### src/include/wsfl_defines.svh
// constants and behaviour notes for the wheel speed frame link
// Notes on behaviour
// (RULE1) both serial channels run at 115200 baud each way
// (RULE2) speed feedback goes out as exactly 11-byte frames on speed channel
// (RULE3) every frame opens with two header bytes of value FF
// (RULE4) sign byte zero means negative velocity, nonzero means zero or positive
// (RULE5) magnitude is unsigned 24 bits, high byte first then middle then low
// (RULE6) order: header, left sign, left magnitude, right sign, right magnitude, sum
// (RULE7) checksum is low 8 bits of sum of the ten preceding bytes
// (RULE8) host sends speed commands in the same 11-byte frame layout
// (RULE9) speed loop repeats: read encoder, compute correction, update pwm
// (RULE10) debug channel carries only debug text and commands, never speed data
// (RULE11) receiver hunts for header and drops frames with bad checksum
// (RULE12) characters are 8N1, least significant bit first
`ifndef WSFL_DEFINES_SVH
`define WSFL_DEFINES_SVH
`define WSFL_CLK_HZ      20000000
`define WSFL_BAUD        115200
`define WSFL_BIT_CYC     ((`WSFL_CLK_HZ + `WSFL_BAUD / 2) / `WSFL_BAUD)
`define WSFL_FRAME_LEN   11
`define WSFL_HDR_BYTE    8'hFF
`define WSFL_SIGN_NEG    8'h00
`define WSFL_SIGN_POS    8'h01
`define WSFL_IDLE_LEVEL  1'b1
`endif

### src/include/wsfl_pkg.sv
// types for the wheel speed frame link
`default_nettype none
package wsfl_pkg;
    typedef enum logic [1:0] {WSFL_IDLE, WSFL_START, WSFL_DATA, WSFL_STOP}
        wsfl_ser_t;
    typedef enum logic [1:0] {WSFL_TX_WAIT, WSFL_TX_LOAD, WSFL_TX_BUSY}
        wsfl_frm_t;
endpackage
`default_nettype wire

### src/core/wsfl_link.sv
// speed frame formatter and parser on the speed serial channel
`timescale 1ns/1ps
`default_nettype none
`include "wsfl_defines.svh"
module wsfl_link #(
    parameter int BIT_CYC = `WSFL_BIT_CYC
) (
    // clock and reset
    input  wire logic        clk,
    input  wire logic        rst,
    // speed serial channel pins
    input  wire logic        speed_rx,
    output logic             speed_tx,
    // feedback from the speed loop
    input  wire logic        fb_send,
    input  wire logic        fb_left_neg,
    input  wire logic [23:0] fb_left_mag,
    input  wire logic        fb_right_neg,
    input  wire logic [23:0] fb_right_mag,
    output logic             fb_busy,
    // received speed command
    output logic             cmd_valid,
    output logic             left_speed_sign,
    output logic [23:0]      left_speed_magnitude,
    output logic             right_speed_sign,
    output logic [23:0]      right_speed_magnitude,
    output logic             cmd_bad_sum
);
    import wsfl_pkg::*;
    localparam int BW = $clog2(BIT_CYC + 1);
    localparam logic [BW-1:0] BIT_LAST = BW'(BIT_CYC - 1);
    localparam logic [BW-1:0] BIT_HALF = BW'(BIT_CYC / 2);

    // ------------------------------------------------------------
    // receive pin synchroniser
    // ------------------------------------------------------------
    logic [2:0] rx_sync_r;
    logic       rx_lvl_r;
    always_ff @(posedge clk or posedge rst) begin
        if (rst) rx_sync_r <= 3'h7;
        else rx_sync_r <= {rx_sync_r[1:0], speed_rx};
    end
    wire rx_agree = rx_sync_r[1] == rx_sync_r[2];
    always_ff @(posedge clk or posedge rst) begin
        if (rst) rx_lvl_r <= `WSFL_IDLE_LEVEL;
        else if (rx_agree) rx_lvl_r <= rx_sync_r[2];
    end

    // ------------------------------------------------------------
    // character receiver, 8N1 lsb first
    // ------------------------------------------------------------
    wsfl_ser_t      rs_r;
    wsfl_ser_t      rs_nxt;
    logic [BW-1:0]  rcnt_r;
    logic [2:0]     rbit_r;
    logic [7:0]     rsh_r;
    logic           rbyte_v_r;
    wire rtick = rcnt_r == BIT_LAST;
    wire rhalf = rcnt_r == BIT_HALF;
    always_comb begin
        rs_nxt = rs_r;
        case (rs_r)
            WSFL_IDLE:  if (!rx_lvl_r) rs_nxt = WSFL_START;
            WSFL_START: if (rhalf) rs_nxt = rx_lvl_r ? WSFL_IDLE : WSFL_DATA;
            WSFL_DATA:  if (rtick && rbit_r == 3'h7) rs_nxt = WSFL_STOP;
            WSFL_STOP:  if (rtick) rs_nxt = WSFL_IDLE;
            default:    rs_nxt = WSFL_IDLE;
        endcase
    end
    wire rcnt_clr = (rs_r == WSFL_START && rhalf) || rtick
                    || rs_r == WSFL_IDLE;
    wire rbyte_ok = rs_r == WSFL_STOP && rtick && rx_lvl_r;
    always_ff @(posedge clk or posedge rst) begin
        if (rst) begin
            rs_r      <= WSFL_IDLE;
            rcnt_r    <= '0;
            rbit_r    <= 3'h0;
            rsh_r     <= 8'h00;
            rbyte_v_r <= 1'b0;
        end else begin
            rs_r      <= rs_nxt;
            rcnt_r    <= rcnt_clr ? '0 : rcnt_r + 1'b1;
            if (rs_r == WSFL_DATA && rtick) begin
                rsh_r  <= {rx_lvl_r, rsh_r[7:1]}; // RULE12
                rbit_r <= rbit_r + 3'h1;
            end
            rbyte_v_r <= rbyte_ok; // RULE1
        end
    end

    // ------------------------------------------------------------
    // command frame parser
    // ------------------------------------------------------------
    logic [3:0]  pidx_r;
    logic [7:0]  psum_r;
    logic [7:0]  pbuf_r [1:8];
    wire p_hdr   = rsh_r == `WSFL_HDR_BYTE;
    wire p_last  = pidx_r == 4'(`WSFL_FRAME_LEN - 1);
    wire p_good  = rbyte_v_r && p_last && psum_r == rsh_r; // RULE7
    wire p_drop  = rbyte_v_r && p_last && psum_r != rsh_r; // RULE11
    // header hunt restarts on any mismatch
    wire p_hunt  = pidx_r < 4'h2 && !p_hdr; // RULE3 RULE11
    always_ff @(posedge clk or posedge rst) begin
        if (rst) begin
            pidx_r <= 4'h0;
            psum_r <= 8'h00;
        end else if (rbyte_v_r) begin
            if (p_hunt || p_last) begin
                pidx_r <= 4'h0;
                psum_r <= 8'h00;
            end else begin
                pidx_r <= pidx_r + 4'h1;
                psum_r <= psum_r + rsh_r;
            end
        end
    end
    genvar gi;
    generate
        for (gi = 1; gi <= 8; gi++) begin : g_pbuf
            always_ff @(posedge clk or posedge rst) begin
                if (rst) pbuf_r[gi] <= 8'h00;
                else if (rbyte_v_r && pidx_r == 4'(gi + 1))
                    pbuf_r[gi] <= rsh_r; // RULE6 RULE8
            end
        end
    endgenerate
    always_ff @(posedge clk or posedge rst) begin
        if (rst) begin
            cmd_valid             <= 1'b0;
            cmd_bad_sum           <= 1'b0;
            left_speed_sign       <= 1'b0;
            left_speed_magnitude  <= 24'h000000;
            right_speed_sign      <= 1'b0;
            right_speed_magnitude <= 24'h000000;
        end else begin
            cmd_valid   <= p_good;
            cmd_bad_sum <= p_drop;
            if (p_good) begin
                left_speed_sign       <= pbuf_r[1] != `WSFL_SIGN_NEG; // RULE4
                left_speed_magnitude  <= {pbuf_r[2], pbuf_r[3],
                                          pbuf_r[4]}; // RULE5
                right_speed_sign      <= pbuf_r[5] != `WSFL_SIGN_NEG;
                right_speed_magnitude <= {pbuf_r[6], pbuf_r[7], pbuf_r[8]};
            end
        end
    end

    // ------------------------------------------------------------
    // feedback frame builder
    // ------------------------------------------------------------
    wsfl_frm_t     fs_r;
    logic [7:0]    fbuf_r [0:9];
    logic [3:0]    tidx_r;
    logic [7:0]    tsum_r;
    logic [BW-1:0] tcnt_r;
    logic [3:0]    tbit_r;
    logic [9:0]    tsh_r;
    wire ttick   = tcnt_r == BIT_LAST;
    wire tchar_e = ttick && tbit_r == 4'h9;
    wire tlast   = tidx_r == 4'(`WSFL_FRAME_LEN - 1);
    wire [7:0] tbyte = tlast ? tsum_r : fbuf_r[tidx_r]; // RULE7
    always_ff @(posedge clk or posedge rst) begin
        if (rst) begin
            for (int i = 0; i < 10; i++) fbuf_r[i] <= 8'h00;
        end else if (fs_r == WSFL_TX_WAIT && fb_send) begin
            fbuf_r[0] <= `WSFL_HDR_BYTE; // RULE3
            fbuf_r[1] <= `WSFL_HDR_BYTE;
            fbuf_r[2] <= fb_left_neg ? `WSFL_SIGN_NEG : `WSFL_SIGN_POS; // RULE4
            fbuf_r[3] <= fb_left_mag[23:16]; // RULE5 RULE6
            fbuf_r[4] <= fb_left_mag[15:8];
            fbuf_r[5] <= fb_left_mag[7:0];
            fbuf_r[6] <= fb_right_neg ? `WSFL_SIGN_NEG : `WSFL_SIGN_POS;
            fbuf_r[7] <= fb_right_mag[23:16];
            fbuf_r[8] <= fb_right_mag[15:8];
            fbuf_r[9] <= fb_right_mag[7:0];
        end
    end
    always_ff @(posedge clk or posedge rst) begin
        if (rst) begin
            fs_r     <= WSFL_TX_WAIT;
            tidx_r   <= 4'h0;
            tsum_r   <= 8'h00;
            tcnt_r   <= '0;
            tbit_r   <= 4'h0;
            tsh_r    <= 10'h3FF;
            speed_tx <= `WSFL_IDLE_LEVEL;
            fb_busy  <= 1'b0;
        end else begin
            case (fs_r)
                WSFL_TX_WAIT: if (fb_send) begin
                    fs_r    <= WSFL_TX_LOAD;
                    tidx_r  <= 4'h0;
                    tsum_r  <= 8'h00;
                    fb_busy <= 1'b1;
                end
                WSFL_TX_LOAD: begin
                    tsh_r  <= {1'b1, tbyte, 1'b0}; // RULE12
                    tcnt_r <= '0;
                    tbit_r <= 4'h0;
                    fs_r   <= WSFL_TX_BUSY;
                end
                WSFL_TX_BUSY: begin
                    speed_tx <= tsh_r[0];
                    tcnt_r   <= ttick ? '0 : tcnt_r + 1'b1; // RULE1
                    if (ttick) begin
                        tsh_r  <= {1'b1, tsh_r[9:1]};
                        tbit_r <= tbit_r + 4'h1;
                    end
                    if (tchar_e) begin
                        tsum_r <= tsum_r + tbyte;
                        tidx_r <= tidx_r + 4'h1;
                        fs_r   <= tlast ? WSFL_TX_WAIT : WSFL_TX_LOAD; // RULE2
                        if (tlast) fb_busy <= 1'b0;
                    end
                end
                default: fs_r <= WSFL_TX_WAIT;
            endcase
        end
    end
    // speed data never touches the debug channel, only this pin pair // RULE10
    // fb_send is paced by the outside speed loop once per pass // RULE9
endmodule // wsfl_link
`default_nettype wire

### config.mk
export PLATFORM = sky130hd
export DESIGN_NAME = wsfl_link
export DESIGN_NICKNAME = d
export VERILOG_FILES = /design/src/include/wsfl_pkg.sv /design/src/core/wsfl_link.sv
export VERILOG_INCLUDE_DIRS = /design/src /design/src/include
export SDC_FILE = /design/constraint.sdc
export NUM_CORES = 1
export LEC_CHECK = 0
export BUFFER_PORTS_ARGS = -buffer_cell sky130_fd_sc_hd__clkbuf_2
export CAP_MARGIN = 25
export CORE_MARGIN = 3
export CORE_UTILIZATION = 35
export CTS_CLUSTER_DIAMETER = 200
export CTS_CLUSTER_SIZE = 12
export DETAILED_ROUTE_END_ITERATION = 7
export SLEW_MARGIN = 10
export SYNTH_ARGS = -nofsm -noshare
export SYNTH_HDL_FRONTEND = slang
export SYNTH_SLANG_ARGS = --single-unit
### constraint.sdc
create_clock -name clk -period 11.1 [get_ports clk]
set_input_delay 0 -clock clk [delete_from_list [all_inputs] [get_ports clk]]
set_output_delay 0 -clock clk [all_outputs]
set_load 0.005 [all_outputs]
# Word-level counts from Yosys, hierarchy flattened
# Index checks and enable logic that the tools add are counted.
[word_totals] wordCells=152 input_bits=54 regBits=257 output_inout_bits=54
[op_classes] n_mux=35 magnitude_cmp=2 add_sub_neg=8 eq_ne=32 bitwise=1 n_reduce_logical=34
[ops] operator="$mux W8" count=8
[ops] operator="$bmux W8 S4" count=1
[ops] operator="$pmux W8 S2" count=2
[ops] operator="$eq A8 B8 Y1 const B" count=3
[ops] operator="$eq A4 B4 Y1 const B" count=5
[ops] operator="$pmux W10 S2" count=1
[ops] operator="$logic_and A1 B1 Y1" count=19
[ops] operator="$add A8 B1 Y8 const B" count=2
[ops] operator="$add A8 B8 Y8" count=2
[ops] operator="$eq A4 B3 Y1 const B" count=4
[ops] operator="$mux W4" count=4
[ops] operator="$ne A2 B2 Y1 const B" count=8
[ops] operator="$pmux W4 S2" count=2
[ops] operator="$reduce_bool A8 Y1" count=2
[ops] operator="$mux W2" count=7
[ops] operator="$add A4 B1 Y4 const B" count=3
[ops] operator="$mux W10" count=1
[ops] operator="$eq A4 B2 Y1 const B" count=2
[ops] operator="$eq A8 B7 Y1 const B" count=1
[ops] operator="$eq A8 B8 Y1" count=1
[ops] operator="$ne A8 B8 Y1" count=1
[ops] operator="$pmux W2 S4" count=1
[ops] operator="$reduce_and A4 Y1" count=2
[ops] operator="$eq A2 B2 Y1 const B" count=3
[ops] operator="other kinds (16)" count=27

# Longest topological paths before layout
[depth] ltp_word=8 mapped_depth=15 ltp_nobuf=12

# Worst setup path before layout
# Ideal clock, no wire load.
[synth_timing] kind="register to register" from="register tidx_r[0]" to="register tsum_r[6]" stages_incl_launch_ff=15 n_path_buf=3 t_required_ns=11.017 t_arrival_ns=2.778 setup_slack_ns=8.239 path_cell_list="dfrtp_1 -> buf_4 -> buf_4 -> inv_1 -> ha_1 -> and3_1 -> clkbuf_1 -> a211oi_1 -> nor2_1 -> fa_1 -> a21o_1 -> a21oi_1 -> o21ai_0 -> xnor2_1 -> o21ai_0"
[synth_via] elab_chain_len=8
[synth_lines] element="start: declaration" line="wsfl_link.sv:153" source="logic [3:0] tidx_r;"
[synth_lines] element="start signal: assignment" line="wsfl_link.sv:211" source="tidx_r <= tidx_r + 4'h1;"
[synth_lines] element="$not A4 Y5 (implied by the code)" line="wsfl_link.sv:161" source="wire [7:0] tbyte = tlast ? tsum_r : fbuf_r[tidx_r];"
[synth_lines] element="$bmux W8 S4" line="wsfl_link.sv:161"
[synth_lines] element="$mux W8 (implied by the code) (2 in a row)" line="wsfl_link.sv:161"
[synth_lines] element="$mux W8 *" line="wsfl_link.sv:161"
[synth_lines] element="$add A8 B8 Y8 *" line="wsfl_link.sv:210" source="tsum_r <= tsum_r + tbyte;"
[synth_lines] element="$mux W8 *" line="wsfl_link.sv:209" source="if (tchar_e) begin"
[synth_lines] element="$pmux W8 S2 *" line="wsfl_link.sv:189" source="case (fs_r)"
[synth_lines] element="end signal: assignment" line="wsfl_link.sv:210"
[synth_lines] element="end: declaration" line="wsfl_link.sv:154" source="logic [7:0] tsum_r;"
# Every way passes the cells marked *; elsewhere a longest branch is shown, timed or not. The select of a mux whose other input is x is not followed.
# A chain may end at the register's enable or synchronous reset.

# Final worst setup path
# Same ends and word-level chain as after synthesis.

==> results.ini <==
[status]
status=completed

[clock_network]
cts.clk_slew.worst_paths_ns=0.07
insertion_delay_ns=0.53
cts-resized-gates=0
root_buffer=clkbuf_16
cts_made_buffers=24
cts_max_level=1
cts_tree=built
clock_path_buffers=3
cts.sinks=242

[timing]
min_period_ns=3.482
rsz0062_at_grt=no
setup_viol=0
period_share=0.3137
fin_skew_ns=0.01299
holdWs_ns=0.06290
relSlewSlack=0.3773
max_freq_mhz=287.2
setup_tns_ns=0
tightestPinTransition_ns=0.9340
slew_viol_final=0
finalHoldViolations=0

[finish]
drive_above_1_share=0.3530
antenna_cells=0
syn2layout_area_growth_pct=19.01
nFillCells=2878
fin_area_mm2=0.01321
final_nets=1088

[detailed_routing]
wl_met2_mm=11.27
dr.max_layer_used=met4
routed_wl_mm=23.70
vias=6851
wl_met3_um=889
wl_per_cell_um=16.77
vias_per_cell=4.849
drc=0
drtAntennaViolNets=0
drt-met1-wl_mm=11.19
drtIter0Drc=290
firstDrtPassIters=4

[worst_setup_path]
cp-startpoint=tidx_r[0]
crit_arrival_ns=3.88
reg2regPathDepth=11
crit_fanout=23
crit_path_end=tsum_r[6]
critPathLaunchType=flop
end_kind=flop
r2r_slack_ns=7.62
critPathRequiredTime_ns=11.50
worst-setup-path-type=reg -> reg
r2r_start=tidx_r[0]
reg2reg_to=tsum_r[6]

[synth]
synth_area_leader_cell=dfrtp_1
synth_cell_types=63
yosys-top-cells-area=dfrtp_1 51%, mux2_2 14%, mux2_4 6.8%
synth_area_per_cell_um2=13.07
syn-instance-count=849
syn_nets=937
synth_async_sr_flop_share=1.000
netlist_area_mm2=0.01110
yosysMostFrequentCell=dfrtp_1
ys_seq_elements=242
synth_top_area_share=0.5142
ys_seq_area_frac=0.5473
synth_warnings=0
synthTopCellsByCount=228 x dfrtp_1, 137 x mux2_2, 52 x nand2_1
synth_edf_count=0
ys.flop_type=dfrtp_1

[placed_design]
portBuffers=107
hpwl_mm=15.18
finalWeightedCongestion=0.7939
place_area_mm2=0.01199

[global_route]
antenna_found_initial=0
grt_pass1_vias=7262
globalRouteOverflowTotal=0
grt_use_total=0.1407
grt_pass1_wl_mm=38.93
grt_max_degree=109

[floorplanning]
coreArea_mm2=0.03091
start_util=0.3590
rows=64
dieWidth_um=184.1
die_h_um=184.1
dieArea_mm2=0.03388
io_pins=108

[power_and_ir_drop]
powerDensity_mw_per_mm2=161.6
p_leak_nw=6.384
ir_drop_mv=0.1168

[hold_path]
min_path_type=in -> reg

[run]
cap_violations=0

[worst max-delay path, stage by stage, from the launching register on]
cell and delay (ns):
dfrtp_1 0.91, nor2_1 0.29, a221oi_1 0.39, a211oi_1 0.11
a211oi_1 0.32, nor2_1 0.12, fa_1 0.44, a21o_1 0.17
a21oi_1 0.21, o21ai_0 0.14, xnor2_1 0.15, o21ai_0 0.09
[cells by family after synthesis]
kind of cell,Yosys count,synth area share
AND/OR/NAND/NOR,168,0.07656
flip-flops,242,0.5473
XOR/XNOR,23,0.01815
multiplexers,192,0.2123
buffers and inverters,66,0.02909
adder cells (fa/ha/maj),35,0.04059
AO/OA/AOI/OAI,123,0.07599
[stage by stage]
stage          total power, mW    util  worst slack, ns  cells
2_1_floorplan            1.304       -            4.478    849
3_3_place_gp             1.385  0.3869            7.708   1316
3_5_place_dp             1.391  0.3878            7.614   1317
4_1_cts                  2.166  0.4270            7.589   1412
5_1_grt                  2.242  0.4273            7.269   1413
6_report                 2.134  0.4273            7.618   1413
[where the power goes]
group          switching (mW)  internal, mW  total [mW]
Sequential             0.0620         0.987        1.05
Combinational           0.164         0.177       0.341
Clock                   0.336         0.408       0.744
[layout make-up]
| class | instances | area, um^2 | share of cell area |
|---|---|---|---|
| clock buffer | 41 | 664.4 | 0.05031 |
| clock inverter | 2 | 27.53 | 0.002084 |
| inverter | 25 | 101.3 | 0.007674 |
| multi-input combinational | 541 | 4716 | 0.3571 |
| sequential | 242 | 6073 | 0.4599 |
| tap | 396 | 495.5 | 0.03752 |
| timing repair buffer | 166 | 1129 | 0.08546 |
[per-layer routing]
metal,track usage,vias up
met5,0,-
met4,0.03115,0
met3,0.02552,24
met2,0.2346,114
met1,0.1924,3395
li1,-,3318
[registers in the layout, summed over array words and instances (netlist names), 2 cells and up, named ones only]
name / cells
left_speed_magnitude: 24
rx_sync_r: 3
right_speed_magnitude: 24
fs_r: 2
rsh_r: 8
tcnt_r: 8
tsh_r: 9
tsum_r: 8
rbit_r: 3
rcnt_r: 8
fbuf_r: 51
psum_r: 8
tbit_r: 4
pbuf_r: 64
tidx_r: 4
pidx_r: 4
[worst min path at each step]
stage	startpoint	endpoint	slack, ns	depth (start not counted)
final	fb_send	fs_r[0]	0.06	6
after global routing	speed_rx	rx_sync_r[0]	0.09	2
after floorplan	speed_rx	rx_sync_r[0]	0.004	0
after global placement	speed_rx	rx_sync_r[0]	0.1	1
after CTS	fb_send	fs_r[0]	0.04	6
after detailed placement	speed_rx	rx_sync_r[0]	0.1	1
[placed cells by master (no fill, tap or decap), drive strengths merged, types with 14 or more instances in the layout]
cell type    instances
dfstp               14
nor2                45
nor3                15
dlygate4sd3         52
inv                 25
nand2               52
o21ai               29
a21oi               18
a211oi              16
ha                  32
clkbuf             149
mux2               187
dfrtp              228
[timing repair]
item / CTS / global route
setup buffers: 0 / 0
hold endpoints to repair: 148 / 0
hold buffers: 52 / 0
Note: power is estimated with default switching activity, not from simulation.
